--- src/tagger_pkg.sv ---
// Constants, register map and carrier types of the event time-tagging core.
// Assumes a 10 MHz system clock and a classic Wishbone register bus with 32-bit data.
package tagger_pkg;

	// Clock and time scale
	localparam int CLK_PERIOD_NS = 100;
	localparam int QUANTUM_NS = 10;
	localparam logic [4:0] QUANTA_PER_CLK = 5'(CLK_PERIOD_NS / QUANTUM_NS);
	localparam int SECOND_NS = 1_000_000_000;
	localparam logic [26:0] QUANTA_PER_SECOND = 27'(SECOND_NS / QUANTUM_NS);

	// Dead time, a least time: round up, never below one cycle
	localparam int DEAD_TIME_NS = 40;
	localparam int DEAD_RAW = (DEAD_TIME_NS + CLK_PERIOD_NS - 1) / CLK_PERIOD_NS;
	localparam logic [3:0] DEAD_CYCLES = 4'((DEAD_RAW < 1) ? 1 : DEAD_RAW);

	// Auxiliary pulse output
	localparam int AUX_PULSE_NS = 10;
	localparam int AUX_PULSE_RAW = (AUX_PULSE_NS + CLK_PERIOD_NS - 1) / CLK_PERIOD_NS;
	localparam logic [3:0] AUX_PULSE_CYCLES = 4'((AUX_PULSE_RAW < 1) ? 1 : AUX_PULSE_RAW);
	localparam int AUX_PERIOD_MIN_NS = 40;
	localparam int AUX_PERIOD_MAX_NS = 1_000_000;
	localparam logic [16:0] AUX_PERIOD_MIN = 17'(AUX_PERIOD_MIN_NS / QUANTUM_NS);
	localparam logic [16:0] AUX_PERIOD_MAX = 17'(AUX_PERIOD_MAX_NS / QUANTUM_NS);
	localparam logic [16:0] AUX_PERIOD_RESET = 17'h00064;

	// Register byte addresses
	localparam logic [7:0] ADDR_CTRL = 8'h00;
	localparam logic [7:0] ADDR_AUX_PERIOD = 8'h04;
	localparam logic [7:0] ADDR_STATUS = 8'h08;
	localparam logic [7:0] ADDR_TAG_LO = 8'h0c;
	localparam logic [7:0] ADDR_TAG_HI = 8'h10;
	localparam logic [7:0] ADDR_SECONDS = 8'h14;
	localparam logic [7:0] ADDR_DROPS = 8'h18;

	// Control fields
	localparam int CTRL_RUN_BIT = 0;
	localparam int CTRL_ARM_BIT = 1;
	localparam int CTRL_EDGE_A_LSB = 2;
	localparam int CTRL_EDGE_B_LSB = 4;
	localparam logic [5:0] CTRL_RESET = 6'h14;

	// Status fields
	localparam int STAT_RUNNING_BIT = 0;
	localparam int STAT_ARMED_BIT = 1;
	localparam int STAT_LOCKED_BIT = 2;
	localparam int STAT_REF10_BIT = 3;
	localparam int STAT_EMPTY_BIT = 4;
	localparam int STAT_FULL_BIT = 5;
	localparam int STAT_COUNT_LSB = 8;

	// Working edge codes
	localparam logic [1:0] EDGE_RISE = 2'h1;
	localparam logic [1:0] EDGE_FALL = 2'h2;

	// Source markers
	localparam logic [1:0] MARK_A = 2'h1;
	localparam logic [1:0] MARK_B = 2'h2;

	// Tag queue
	localparam int FIFO_AW = 4;
	localparam logic [FIFO_AW:0] FIFO_DEPTH = 5'h10;

	typedef struct packed {
		logic [1:0] marker;
		logic [15:0] seconds;
		logic [26:0] coarse;
		logic [7:0] phase;
	} tag_type;

	localparam int TAG_WIDTH = $bits(tag_type);

	typedef enum logic [1:0] {ST_IDLE, ST_ARMED, ST_RUNNING} measure_state_type;

endpackage : tagger_pkg

--- src/event_time_tagger_core.sv ---
// Event time-tagging core: edge selection, gating, dead time, tag queue, time scale and aux pulses.
// Assumes all pins synchronous to CLK, an external PLL that reports lock, and a Wishbone master.
`timescale 1ns/1ps
`default_nettype none

// Overview of operation
// - Each event input registers rising, falling or both edges, chosen by software.
// - Second input is accepted only while the gate input is low.
// - A rising edge on the trigger input starts the measurement once software has armed it.
// - Rising edge of the second marker aligns the time scale to external seconds.
// - Aux output pulses periodically; period 40 ns to 1 ms in 10 ns steps.
// - Each aux pulse lasts one 100 ns clock cycle, so periods up to 100 ns hold the output high.
// - After an accepted event both inputs are ignored for the dead time.
// - Timing comes from an internal clock locked to the reference input.
// - Reference of 5 or 10 MHz is accepted; lock follows the present one.
// - Measurement is continuous; accepted events are tagged and queued, and those finding the queue full are counted as drops.
// - Both event inputs merge into one channel through a logical OR.
// - Tags hold a 10 ns coarse count plus an interpolator phase code.
module event_time_tagger_core
(
	// Clock and reset
	input wire logic CLK,
	input wire logic NRST,
	// Wishbone slave
	input wire logic CYC_I,
	input wire logic STB_I,
	input wire logic WE_I,
	input wire logic [7:0] ADR_I,
	input wire logic [3:0] SEL_I,
	input wire logic [31:0] DAT_I,
	output logic [31:0] DAT_O,
	output logic ACK_O,
	// Event inputs with interpolator phase codes
	input wire logic EVENT_A,
	input wire logic EVENT_B,
	input wire logic [7:0] PHASE_A,
	input wire logic [7:0] PHASE_B,
	input wire logic GATE_B_IN,
	// Trigger and second marker
	input wire logic MEASURE_TRIGGER_IN,
	input wire logic SECOND_MARK_IN,
	// Reference lock
	input wire logic REF_IS_10M,
	input wire logic PLL_LOCKED,
	output logic REF_SEL_10M,
	// Auxiliary pulse output
	output logic AUX_OUT
);

	function automatic logic edge_hit(input logic cur, input logic prev, input logic [1:0] mode);
		edge_hit = ((mode & tagger_pkg::EDGE_RISE) != 2'h0 && cur && !prev)
			|| ((mode & tagger_pkg::EDGE_FALL) != 2'h0 && !cur && prev);
	endfunction : edge_hit

	function automatic logic [31:0] merge_bytes(input logic [31:0] old, input logic [31:0] nw,
		input logic [3:0] sel);
		logic [31:0] res;
		res = old;
		for (int i = 0; i < 4; i++)
			if (sel[i])
				res[i*8 +: 8] = nw[i*8 +: 8];
		merge_bytes = res;
	endfunction : merge_bytes

	// Registers
	logic [5:0] ctrl;
	logic [16:0] aux_period;
	logic [31:0] drops;
	tagger_pkg::measure_state_type state;
	logic prev_a;
	logic prev_b;
	logic prev_trig;
	logic prev_pps;
	logic [3:0] dead;
	logic [26:0] coarse;
	logic [15:0] seconds;
	logic [17:0] aux_acc;
	logic [3:0] aux_len;
	logic locked;
	logic [tagger_pkg::FIFO_AW:0] wr_ptr;
	logic [tagger_pkg::FIFO_AW:0] rd_ptr;
	tagger_pkg::tag_type head;
	logic head_ok;
	logic read_valid;

	// Bus decode
	wire logic bus_req = CYC_I && STB_I;
	wire logic bus_done = bus_req && ACK_O;
	wire logic bus_wr = bus_done && WE_I;
	wire logic wr_ctrl = bus_wr && ADR_I == tagger_pkg::ADDR_CTRL;
	wire logic wr_period = bus_wr && ADR_I == tagger_pkg::ADDR_AUX_PERIOD;
	wire logic wr_drops = bus_wr && ADR_I == tagger_pkg::ADDR_DROPS;
	wire logic rd_pop = bus_done && !WE_I && ADR_I == tagger_pkg::ADDR_TAG_LO;

	// Queue state
	wire logic [tagger_pkg::FIFO_AW:0] fill = wr_ptr - rd_ptr;
	wire logic fifo_empty = fill == '0;
	wire logic fifo_full = fill == tagger_pkg::FIFO_DEPTH;
	// The head register lags a push into an empty queue by one cycle; until then it reads as empty
	wire logic head_ready = !fifo_empty && head_ok;
	wire logic pop = rd_pop && read_valid;

	// Event path
	wire logic [1:0] edge_a = ctrl[tagger_pkg::CTRL_EDGE_A_LSB +: 2];
	wire logic [1:0] edge_b = ctrl[tagger_pkg::CTRL_EDGE_B_LSB +: 2];
	wire logic hit_a = edge_hit(EVENT_A, prev_a, edge_a);
	wire logic hit_b = edge_hit(EVENT_B, prev_b, edge_b) && !GATE_B_IN;
	wire logic running = state == tagger_pkg::ST_RUNNING;
	wire logic accept = running && dead == 4'h0 && (hit_a || hit_b);
	wire logic push = accept && !fifo_full;
	wire logic [1:0] marker = (hit_a ? tagger_pkg::MARK_A : 2'h0)
		| (hit_b ? tagger_pkg::MARK_B : 2'h0);
	wire logic [7:0] phase = hit_a ? PHASE_A : PHASE_B;
	wire tagger_pkg::tag_type new_tag = '{marker, seconds, coarse, phase};

	// Time scale
	wire logic pps_rise = SECOND_MARK_IN && !prev_pps;
	wire logic trig_rise = MEASURE_TRIGGER_IN && !prev_trig;
	wire logic [27:0] coarse_sum = {1'b0, coarse} + 28'(tagger_pkg::QUANTA_PER_CLK);
	wire logic coarse_wrap = coarse_sum >= {1'b0, tagger_pkg::QUANTA_PER_SECOND};

	// Aux accumulator, in quanta
	wire logic [17:0] aux_sum = aux_acc + 18'(tagger_pkg::QUANTA_PER_CLK);
	wire logic aux_fire = aux_sum >= {1'b0, aux_period};
	wire logic [31:0] period_word = merge_bytes({15'h0, aux_period}, DAT_I, SEL_I);
	wire logic [16:0] period_clamped = (period_word < 32'(tagger_pkg::AUX_PERIOD_MIN))
		? tagger_pkg::AUX_PERIOD_MIN
		: (period_word > 32'(tagger_pkg::AUX_PERIOD_MAX))
		? tagger_pkg::AUX_PERIOD_MAX
		: period_word[16:0];
	wire logic [31:0] ctrl_word = merge_bytes({26'h0, ctrl}, DAT_I, SEL_I);

	// Status and read mux
	wire logic [31:0] status_word = (32'(running) << tagger_pkg::STAT_RUNNING_BIT)
		| (32'(state == tagger_pkg::ST_ARMED) << tagger_pkg::STAT_ARMED_BIT)
		| (32'(locked) << tagger_pkg::STAT_LOCKED_BIT)
		| (32'(REF_SEL_10M) << tagger_pkg::STAT_REF10_BIT)
		| (32'(fifo_empty) << tagger_pkg::STAT_EMPTY_BIT)
		| (32'(fifo_full) << tagger_pkg::STAT_FULL_BIT)
		| (32'(fill) << tagger_pkg::STAT_COUNT_LSB);
	wire logic [63:0] head_word = 64'(head);
	wire logic [31:0] rd_mux =
		(ADR_I == tagger_pkg::ADDR_CTRL) ? {26'h0, ctrl}
		: (ADR_I == tagger_pkg::ADDR_AUX_PERIOD) ? {15'h0, aux_period}
		: (ADR_I == tagger_pkg::ADDR_STATUS) ? status_word
		: (ADR_I == tagger_pkg::ADDR_TAG_LO) ? (head_ready ? head_word[31:0] : 32'h0)
		: (ADR_I == tagger_pkg::ADDR_TAG_HI) ? (head_ready ? head_word[63:32] : 32'h0)
		: (ADR_I == tagger_pkg::ADDR_SECONDS) ? {16'h0, seconds}
		: (ADR_I == tagger_pkg::ADDR_DROPS) ? drops
		: 32'h0;

	// Measurement state
	tagger_pkg::measure_state_type next_state;
	always_comb
	begin
		next_state = state;
		case (state)
			tagger_pkg::ST_IDLE:
				if (wr_ctrl && ctrl_word[tagger_pkg::CTRL_RUN_BIT])
					next_state = tagger_pkg::ST_RUNNING;
				else if (wr_ctrl && ctrl_word[tagger_pkg::CTRL_ARM_BIT])
					next_state = tagger_pkg::ST_ARMED;
			tagger_pkg::ST_ARMED:
				if (wr_ctrl && !ctrl_word[tagger_pkg::CTRL_ARM_BIT])
					next_state = tagger_pkg::ST_IDLE;
				else if (trig_rise)
					next_state = tagger_pkg::ST_RUNNING;
			tagger_pkg::ST_RUNNING:
				if (wr_ctrl && !ctrl_word[tagger_pkg::CTRL_RUN_BIT] && !ctrl_word[tagger_pkg::CTRL_ARM_BIT])
					next_state = tagger_pkg::ST_IDLE;
			default:
				next_state = tagger_pkg::ST_IDLE;
		endcase
	end

	always_ff @(posedge CLK)
	begin
		if (!NRST)
			state <= tagger_pkg::ST_IDLE;
		else
			state <= next_state;
	end

	// Control registers
	always_ff @(posedge CLK)
	begin
		if (!NRST)
		begin
			ctrl <= tagger_pkg::CTRL_RESET;
			aux_period <= tagger_pkg::AUX_PERIOD_RESET;
		end
		else
		begin
			if (wr_ctrl)
				ctrl <= ctrl_word[5:0];
			if (wr_period)
				aux_period <= period_clamped;
		end
	end

	// Input history
	always_ff @(posedge CLK)
	begin
		if (!NRST)
		begin
			prev_a <= 1'b0;
			prev_b <= 1'b0;
			prev_trig <= 1'b0;
			prev_pps <= 1'b0;
		end
		else
		begin
			prev_a <= EVENT_A;
			prev_b <= EVENT_B;
			prev_trig <= MEASURE_TRIGGER_IN;
			prev_pps <= SECOND_MARK_IN;
		end
	end

	// Dead time after every accepted event, shared by both inputs
	always_ff @(posedge CLK)
	begin
		if (!NRST)
			dead <= 4'h0;
		else if (accept)
			dead <= tagger_pkg::DEAD_CYCLES;
		else if (dead != 4'h0)
			dead <= dead - 4'h1;
	end

	// Coarse scale in 10 ns quanta; a second marker restarts it on a new second
	always_ff @(posedge CLK)
	begin
		if (!NRST)
		begin
			coarse <= 27'h0;
			seconds <= 16'h0;
		end
		else if (pps_rise)
		begin
			coarse <= 27'h0;
			seconds <= seconds + 16'h1;
		end
		else if (coarse_wrap)
		begin
			coarse <= 27'(coarse_sum - {1'b0, tagger_pkg::QUANTA_PER_SECOND});
			seconds <= seconds + 16'h1;
		end
		else
			coarse <= coarse_sum[26:0];
	end

	// Reference lock: the divider choice follows the detected reference frequency
	always_ff @(posedge CLK)
	begin
		if (!NRST)
		begin
			REF_SEL_10M <= 1'b0;
			locked <= 1'b0;
		end
		else
		begin
			REF_SEL_10M <= REF_IS_10M;
			locked <= PLL_LOCKED;
		end
	end

	// Aux pulses; periods below one clock fire every cycle, a limit of the slow clock
	always_ff @(posedge CLK)
	begin
		if (!NRST)
		begin
			aux_acc <= 18'h0;
			aux_len <= 4'h0;
			AUX_OUT <= 1'b0;
		end
		else
		begin
			if (wr_period)
				aux_acc <= 18'h0;
			else if (aux_fire)
				aux_acc <= aux_sum - {1'b0, aux_period};
			else
				aux_acc <= aux_sum;
			if (aux_fire && !wr_period)
				aux_len <= tagger_pkg::AUX_PULSE_CYCLES - 4'h1;
			else if (aux_len != 4'h0)
				aux_len <= aux_len - 4'h1;
			AUX_OUT <= (aux_fire && !wr_period) || aux_len != 4'h0;
		end
	end

	// Tag queue pointers; a tag that finds the queue full is counted, not stored
	always_ff @(posedge CLK)
	begin
		if (!NRST)
		begin
			wr_ptr <= '0;
			rd_ptr <= '0;
			drops <= 32'h0;
			head_ok <= 1'b0;
		end
		else
		begin
			head_ok <= !fifo_empty;
			if (push)
				wr_ptr <= wr_ptr + 1'b1;
			if (pop)
				rd_ptr <= rd_ptr + 1'b1;
			if (accept && fifo_full)
				drops <= drops + 32'h1;
			else if (wr_drops)
				drops <= 32'h0;
		end
	end

	tag_mem u_mem
	(
		.clk(CLK),
		.wr_en(push),
		.wr_addr(wr_ptr[tagger_pkg::FIFO_AW-1:0]),
		.wr_data(new_tag),
		.rd_addr(rd_ptr[tagger_pkg::FIFO_AW-1:0]),
		.rd_data(head)
	);

	// Wishbone answer: one wait state, ack for one cycle
	always_ff @(posedge CLK)
	begin
		if (!NRST)
		begin
			ACK_O <= 1'b0;
			DAT_O <= 32'h0;
			read_valid <= 1'b0;
		end
		else
		begin
			ACK_O <= bus_req && !ACK_O;
			// A tag pops only if the word handed out was a real one
			if (bus_req && !ACK_O)
			begin
				DAT_O <= rd_mux;
				read_valid <= head_ready;
			end
		end
	end

endmodule : event_time_tagger_core

`default_nettype wire

--- src/tag_mem.sv ---
// Small tag memory for the tag queue: one write port, one read port.
// Read data come from a register, one cycle after the address.
`timescale 1ns/1ps
`default_nettype none

module tag_mem
(
	// Clock
	input wire logic clk,
	// Write side
	input wire logic wr_en,
	input wire logic [tagger_pkg::FIFO_AW-1:0] wr_addr,
	input wire tagger_pkg::tag_type wr_data,
	// Read side
	input wire logic [tagger_pkg::FIFO_AW-1:0] rd_addr,
	output tagger_pkg::tag_type rd_data
);

	tagger_pkg::tag_type mem [0:(1 << tagger_pkg::FIFO_AW)-1];

	always_ff @(posedge clk)
	begin
		if (wr_en)
			mem[wr_addr] <= wr_data;
		rd_data <= mem[rd_addr];
	end

endmodule : tag_mem

`default_nettype wire

--- config.mk ---
export PLATFORM = sky130hd
export DESIGN_NAME = event_time_tagger_core
export DESIGN_NICKNAME = d
export VERILOG_FILES = /design/src/tagger_pkg.sv /design/src/event_time_tagger_core.sv /design/src/tag_mem.sv
export SDC_FILE = /design/constraint.sdc
export NUM_CORES = 1
export LEC_CHECK = 0
export BUFFER_PORTS_ARGS = -buffer_cell sky130_fd_sc_hd__buf_4
export CELL_PAD_IN_SITES_DETAIL_PLACEMENT = 0
export CELL_PAD_IN_SITES_GLOBAL_PLACEMENT = 1
export CORE_MARGIN = 2
export CORE_UTILIZATION = 50
export DETAILED_ROUTE_END_ITERATION = 7
export PLACE_DENSITY = 0.75
export SYNTH_ARGS = -nofsm -noshare
export SYNTH_HDL_FRONTEND = slang
export SYNTH_SLANG_ARGS = --single-unit
--- constraint.sdc ---
create_clock -name CLK -period 11.3 [get_ports CLK]
set_input_delay 1.695 -clock CLK [delete_from_list [all_inputs] [get_ports CLK]]
set_output_delay 1.695 -clock CLK [all_outputs]
set_load 0.05 [all_outputs]
==> results.yml, run 1 <==
critical_path:
  timing.rr.end: "u_mem.mem[11][47]"
  worst_ep_required_time_ns: 11.61
  slowest_stage: "dfxtp_4"
  cp-start-kind: "flip-flop"
  cp_cell_sequence: "inv_1 -> fa_1 -> a21o_1 -> a21oi_1 -> xor2_1 -> a211oi_1 -> nor2_1 -> nand2_1 -> nor2_4 -> buf_4"
  r2r_start: "rd_ptr[1]"
  arrival_ns: 5.45
  crit_family: "simple AND/OR/NAND/NOR gates"
  path_class: "reg -> reg"
  worst-path-buf-inv: 2
  crit_fanout: 62
  ff2ff_path_depth: 10
  r2r_slack_ns: 6.16
  cp_slowest_stage_delay_ns: 0.96
  end_kind: "flip-flop"
detailed_routing:
  antenna_left: 0
  vias_per_cell: 6.114
  drt_iter0_drc: 2347
  firstDrtPassIters: 5
  vias: 24240
  post-route-drc-count: 0
  routedWlPerCell_microns: 26.08
  drt-total-wl_mm: 103.4
worst_hold_path:
  hp-start: "read_valid"
  min-delay-path-class: "reg -> reg"
  hold_path_depth: 2
  whs_endpoint: "read_valid"
grt:
  grt_pass1_wl_mm: 156.2
  grt_start_max_net_pins: 71
  met1_usage: 0.3279
  top_usage_layer: "met2"
  grt_antenna_before_repair: 0
  globalRouteMet3Util: 0.03077
  grt_pass1_vias: 24480
  grt_use_met2: 0.3863
  overflow: 0
  track_usage: 0.2346
logic_synthesis:
  synth_nets: 2711
  synth-seq-cells: 1061
  ys.flop_type: "edfxtp_1"
  syn_avg_cell_area_sq_um: 16.58
  synth.most_common_cell: "edfxtp_1"
  synthTopCellsByArea: "edfxtp_1, mux4_2, dfxtp_1"
  synth_common_cells: "edfxtp_1, mux4_2, dfxtp_1"
  syn_area_sq_um: 43120
  synthArstFlopShare: 0
  yosysTopAreaCell: "edfxtp_1"
  seq_area_frac_synth: 0.6858
  yosysTopAreaCellShare: 0.5794
  ys_warn_count: 0
  synth-edff-count: 832
  yosysUniqueCellTypes: 86
  syn_inst: 2601
clocking:
  post_cts_resized: 0
  holdBufCountCts: 0
  clock-sinks: 1061
  tritoncts: "done"
  h-tree-depth: 3
  cts_buffer_depth: 3
  cts_setup_buffers: 0
  clkTransAtPathRegs_ns: 0.06
  cts_buffers: 106
  worstSkewPairLatency_ns: 0.70
  cts_root_buf: "clkbuf_16"
die:
  rows: 107
  io_pins: 107
  core_area_sq_um: 85280
  die_x_microns: 297.7
  start_util: 0.5056
  chipHeight_microns: 297.7
  dieArea_sq_um: 88600
cells_and_area:
  area_growth_syn_to_layout_pct: 13.54
  drive_gt1_frac: 0.2286
  final_nets: 2840
  num_antenna_cells: 0
  n_fill_cell: 6400
  final_util: 0.5740
  final_area_sq_um: 48950
  fin_cells: 3965
job:
  cap_violations: 0
place:
  dpl_worst_slack_ns: 5.701
  dp.cells: 3766
  port_buffers: 106
  dp_hpwl_mm: 61.21
  gp_congestion: 0.9092
  dpl_cell_area_sq_um: 45290
power:
  power_density_nw_per_um2: 173.1
  power.leakage_nw: 16.22
  finalPower_mw: 8.476
  ir_drop_v: 0.0001404
timing:
  timing.final.ws_setup_ns: 6.160
  period_minus_slack_ns: 5.140
  setup_tns_ns: 0
  slew_headroom: 0.2485
  fmax_mhz: 194.6
  final-setup-viol-count: 0
  rsz0062_at_grt: "false"
  period_share: 0.4548
  hold_viol_final: 0
  slew_violations: 0
  hold_slack_ns: 0.4600
  tightest_slew_ns: 1.127
  fin_worst_skew_ns: 0.03399
run_status:
  status: "finished clean"
[power by group]
group	internal, mW	switching (mW)
logic	0.250	0.353
clock network	2.14	1.49
registers	4.21	0.0374
[how the worst max path moves through the flow]
stage | slack, ns | endpoint | startpoint | cells after the start
after floorplan | 3.97 | u_mem.mem[3][0] | EVENT_B | 6
after global placement | 5.83 | u_mem.mem[11][27] | EVENT_B | 8
after detailed placement | 5.70 | u_mem.mem[11][31] | EVENT_B | 8
after CTS | 6.06 | u_mem.mem[11][23] | rd_ptr[1] | 10
after global routing | 5.74 | u_mem.mem[11][23] | rd_ptr[1] | 10
final | 6.16 | u_mem.mem[11][47] | rd_ptr[1] | 10
[state kept, by name (all words and copies together), names as in the netlist, 2 cells and up]
register and cells:
u_mem.rd_data 52, aux_acc 18, u_mem.mem 832, aux_period 17, drops 32, dead 4, rd_ptr 5, state 2
DAT_O 32, aux_len 4, seconds 16, coarse 26, wr_ptr 5, ctrl 6
[placed cells by master (no fill, tap or decap), types with 27 or more instances in the layout]
cell	count
xnor2_1	49
a22oi_1	32
nand3_1	60
inv_1	48
mux4_2	260
nand2_1	124
edfxtp_1	832
nor2_1	169
dfxtp_1	226
mux2i_1	39
ha_1	36
o21ai_0	60
and3_1	30
clkbuf_1	27
clkbuf_16	110
a21oi_1	85
nor3_1	38
buf_4	145
[logic make-up after synthesis]
| logic type | count (synthesis) | share of synthesized area |
|---|---|---|
| flops | 1061 | 0.6858 |
| simple gates | 584 | 0.06634 |
| compound gates | 351 | 0.05572 |
| xor+xnor | 74 | 0.01503 |
| buf+inv | 174 | 0.01570 |
| mux | 319 | 0.1501 |
| fa+ha+maj | 38 | 0.01138 |
[cell type report]
| type | instances | area, sq um | share of cell area |
|---|---|---|---|
| Multi-Input combinational cell | 1366 | 13000 | 0.2656 |
| Sequential cell | 1061 | 29580 | 0.6042 |
| Clock buffer | 147 | 2992 | 0.06111 |
| Inverter | 50 | 190.2 | 0.003885 |
| Timing Repair Buffer | 145 | 1089 | 0.02224 |
| Tap cell | 1144 | 1431 | 0.02924 |
| Clock inverter | 52 | 670.6 | 0.01370 |
[routing by layer]
| metal | part of all wire | wire (microns) | vias to the layer above |
|---|---|---|---|
| li1 | - | - | 10590 |
| met1 | 0.42 | 43240 | 12550 |
| met5 | 0 | 0 | - |
| met3 | 0.063 | 6560 | 178 |
| met4 | 0.029 | 3003 | 0 |
| met2 | 0.49 | 50620 | 915 |
[worst register-to-register path: stages, from the launching register on]
cell      delay, ns
dfxtp_4        0.96
inv_1          0.22
fa_1           0.50
a21o_1         0.19
a21oi_1        0.23
xor2_1         0.33
a211oi_1       0.14
nor2_1         0.47
nand2_1        0.37
nor2_4         0.61
buf_4          0.69
(Power assumes the default switching activity.)
==> run 2: changes to the inputs <==
--- a/config.mk
+++ b/config.mk
@@ -5,13 +5,14 @@
 export SDC_FILE = /design/constraint.sdc
 export NUM_CORES = 1
 export LEC_CHECK = 0
+export ABC_AREA = 1
 export BUFFER_PORTS_ARGS = -buffer_cell sky130_fd_sc_hd__buf_4
 export CELL_PAD_IN_SITES_DETAIL_PLACEMENT = 0
 export CELL_PAD_IN_SITES_GLOBAL_PLACEMENT = 1
 export CORE_MARGIN = 2
 export CORE_UTILIZATION = 50
 export DETAILED_ROUTE_END_ITERATION = 7
-export PLACE_DENSITY = 0.75
+export PLACE_DENSITY = 0.79
 export SYNTH_ARGS = -nofsm -noshare
 export SYNTH_HDL_FRONTEND = slang
 export SYNTH_SLANG_ARGS = --single-unit
==> constraint.sdc (replaced) <==
create_clock -name CLK -period 5.36 [get_ports CLK]
set_input_delay 0.804 -clock CLK [delete_from_list [all_inputs] [get_ports CLK]]
set_output_delay 0.804 -clock CLK [all_outputs]
set_load 0.05 [all_outputs]
==> run 2 against run 1 <==
  * Die area rose by 3.4%
  * Sequential share of layout area is 1.6 points lower
  * Via count up 32%
  * Wire length grew 18%
  * Sequential power is 110% higher
  * Critical path depth stayed put
  * Worst hold slack worse by 0.14 ns
  * Cell area increased by 2.8%
  * Critical endpoint is now u_mem.mem[13][15]
  * Largest cell class unchanged
  * Highest routed layer is now met5
==> results.yml, run 2 <==
power:
  switching_share: 0.2236
  power.switching_mw: 3.947
  power.leakage_nw: 17.62
  internal-power_mw: 13.71
  clockPowerShare: 0.424
  power_density_nw_per_um2: 350.8
  seq_power_share: 0.508
  pwr-share-comb: 0.068
  ir_drop_v: 0.0003131
logic_synthesis:
  synth-seq-cells: 1061
  syn_avg_cell_area_sq_um: 10.73
  syn_area_sq_um: 44610
  synth_nets: 4269
  yosysTopAreaCell: "edfxtp_1"
  yosysTopAreaCellShare: 0.5600
  yosysUniqueCellTypes: 59
  synth.most_common_cell: "edfxtp_1"
  seq_area_frac_synth: 0.6628
  ys.flop_type: "edfxtp_1"
  synth-edff-count: 832
  synthTopCellsByArea: "edfxtp_1, dfxtp_1, o21ai_0"
  ys_warn_count: 0
  syn_inst: 4159
  synth_common_cells: "edfxtp_1, nor2_1, nand2_1"
  synthArstFlopShare: 0
detailed_routing:
  drt-total-wl_mm: 122.3
  routedWlPerCell_microns: 22.33
  antenna_left: 0
  vias: 32010
  post-route-drc-count: 0
  firstDrtPassIters: 6
  drt_iter0_drc: 3625
  vias_per_cell: 5.846
timing:
  setup_tns_ns: 0
  final-setup-viol-count: 0
  tightest_slew_ns: 1.153
  fmax_mhz: 232.3
  slew_violations: 0
  fin_worst_skew_ns: 0.02869
  period_share: 0.8031
  period_minus_slack_ns: 4.304
  slew_headroom: 0.2292
  rsz0062_at_grt: "false"
  hold_viol_final: 0
grt:
  grt_pass1_vias: 30380
  grt_antenna_before_repair: 1
  grt_pass1_wl_mm: 183.8
  overflow: 0
  grt_start_max_net_pins: 177
  track_usage: 0.2645
cells_and_area:
  layout_common_cells: "edfxtp_1, nand2_1, nor2_1"
  mostFrequentLayoutCell: "edfxtp_1"
  final_area_sq_um: 50330
  largestRegisters: "u_mem.mem (832), u_mem.rd_data (52)"
  drive_gt1_frac: 0.09350
  area_growth_syn_to_layout_pct: 12.81
  final_util: 0.5695
  num_antenna_cells: 0
  largest_register: "u_mem.mem"
  largest_reg_flops: 832
  fin_cells: 5475
  final_nets: 4331
clocking:
  cts_root_buf: "clkbuf_16"
  clkTransAtPathRegs_ns: 0.06
  tritoncts: "done"
  cts_setup_buffers: 0
  post_cts_resized: 0
  cts_buffers: 108
  clock-sinks: 1061
  cts_buffer_depth: 3
  worstSkewPairLatency_ns: 0.68
  holdBufCountCts: 0
  h-tree-depth: 3
critical_path:
  crit_fanout: 47
  end_kind: "flip-flop"
  path_class: "reg -> reg"
  r2r_slack_ns: 1.06
  arrival_ns: 4.66
  worst_ep_required_time_ns: 5.72
  cp-start-kind: "flip-flop"
place:
  dpl_cell_area_sq_um: 46790
  gp_congestion: 0.8987
  dp_hpwl_mm: 74.20
  port_buffers: 106
  dp.cells: 5276
die:
  die_x_microns: 302.7
  core_area_sq_um: 88370
  io_pins: 107
  rows: 109
  start_util: 0.5048
  chipHeight_microns: 302.7
  dieArea_sq_um: 91630
run_status:
  status: "finished clean"
worst_hold_path:
  min-delay-path-class: "in -> reg"
job:
  cap_violations: 0
-- run 2: stage by stage --
stage | power [mW] | setup slack (ns) | hold slack (ns)
final | 17.66 | 1.056 | 0.3191
after global routing | 18.23 | 0.9218 | 0.3010
after CTS | 17.75 | 1.114 | 0.2909
after detailed placement | 10.33 | 1.158 | 0.4467
after global placement | 10.32 | 1.140 | 0.4391
after floorplan | 10.03 | 0.4337 | 0.4283
-- run 2: path summary, 6_finish.rpt --
| path | end | from | cells after the start |
|---|---|---|---|
| worst min register to register | aux_period[14] | aux_period[14] | 2 |
| worst min-delay path | REF_SEL_10M | REF_IS_10M | 3 |
| worst max register to register | u_mem.mem[13][15] | rd_ptr[1] | 10 |
| worst max-delay path | u_mem.mem[13][15] | rd_ptr[1] | 10 |
-- run 2: logic make-up after synthesis --
group / after synthesis / share of synthesized area
flops: 1061 / 0.6628
simple gates: 1529 / 0.1435
compound gates: 1018 / 0.1311
fa+ha+maj: 38 / 0.01099
buf+inv: 448 / 0.03887
xor+xnor: 65 / 0.01276
-- run 2: worst max-delay path: stages (launching register included) --
cell and delay [ns]:
dfxtp_4 0.72, inv_6 0.27, fa_1 0.53, xor2_1 0.21, nor3b_1 0.08, nand2_1 0.15
nor2_1 0.09, nor2_1 0.50, nand2_1 0.40, nor2_4 0.65, buf_12 0.29
-- run 2: power by group through the flow --
stage | Sequential, mW | Combinational (mW) | Clock (mW)
after floorplan | 9.14 | 0.889 | 0
after global placement | 9.13 | 1.19 | 0
after detailed placement | 9.13 | 1.19 | 0
after CTS | 8.96 | 1.20 | 7.58
after global routing | 8.97 | 1.37 | 7.90
final | 8.96 | 1.21 | 7.49
-- run 2: metal layers --
metal  routed length, microns  track usage  up-vias  share of wire
met5                       10            0        -       0.000082
met4                     3903      0.08879        2          0.032
met3                     7750      0.03394      201          0.063
met2                    57410       0.4250     1084           0.47
met1                    53180       0.3746    15700           0.43
li1                         -            -    15020              -
-- run 2: area by class of cell --
type | count | area, sq um
Clock buffer | 137 | 2894
Clock inverter | 62 | 639.4
Fill cell | 7509 | 38050
Inverter | 229 | 873.3
Multi-Input combinational cell | 2650 | 13460
Sequential cell | 1061 | 29580
Tap cell | 1165 | 1458
Timing Repair Buffer | 171 | 1421
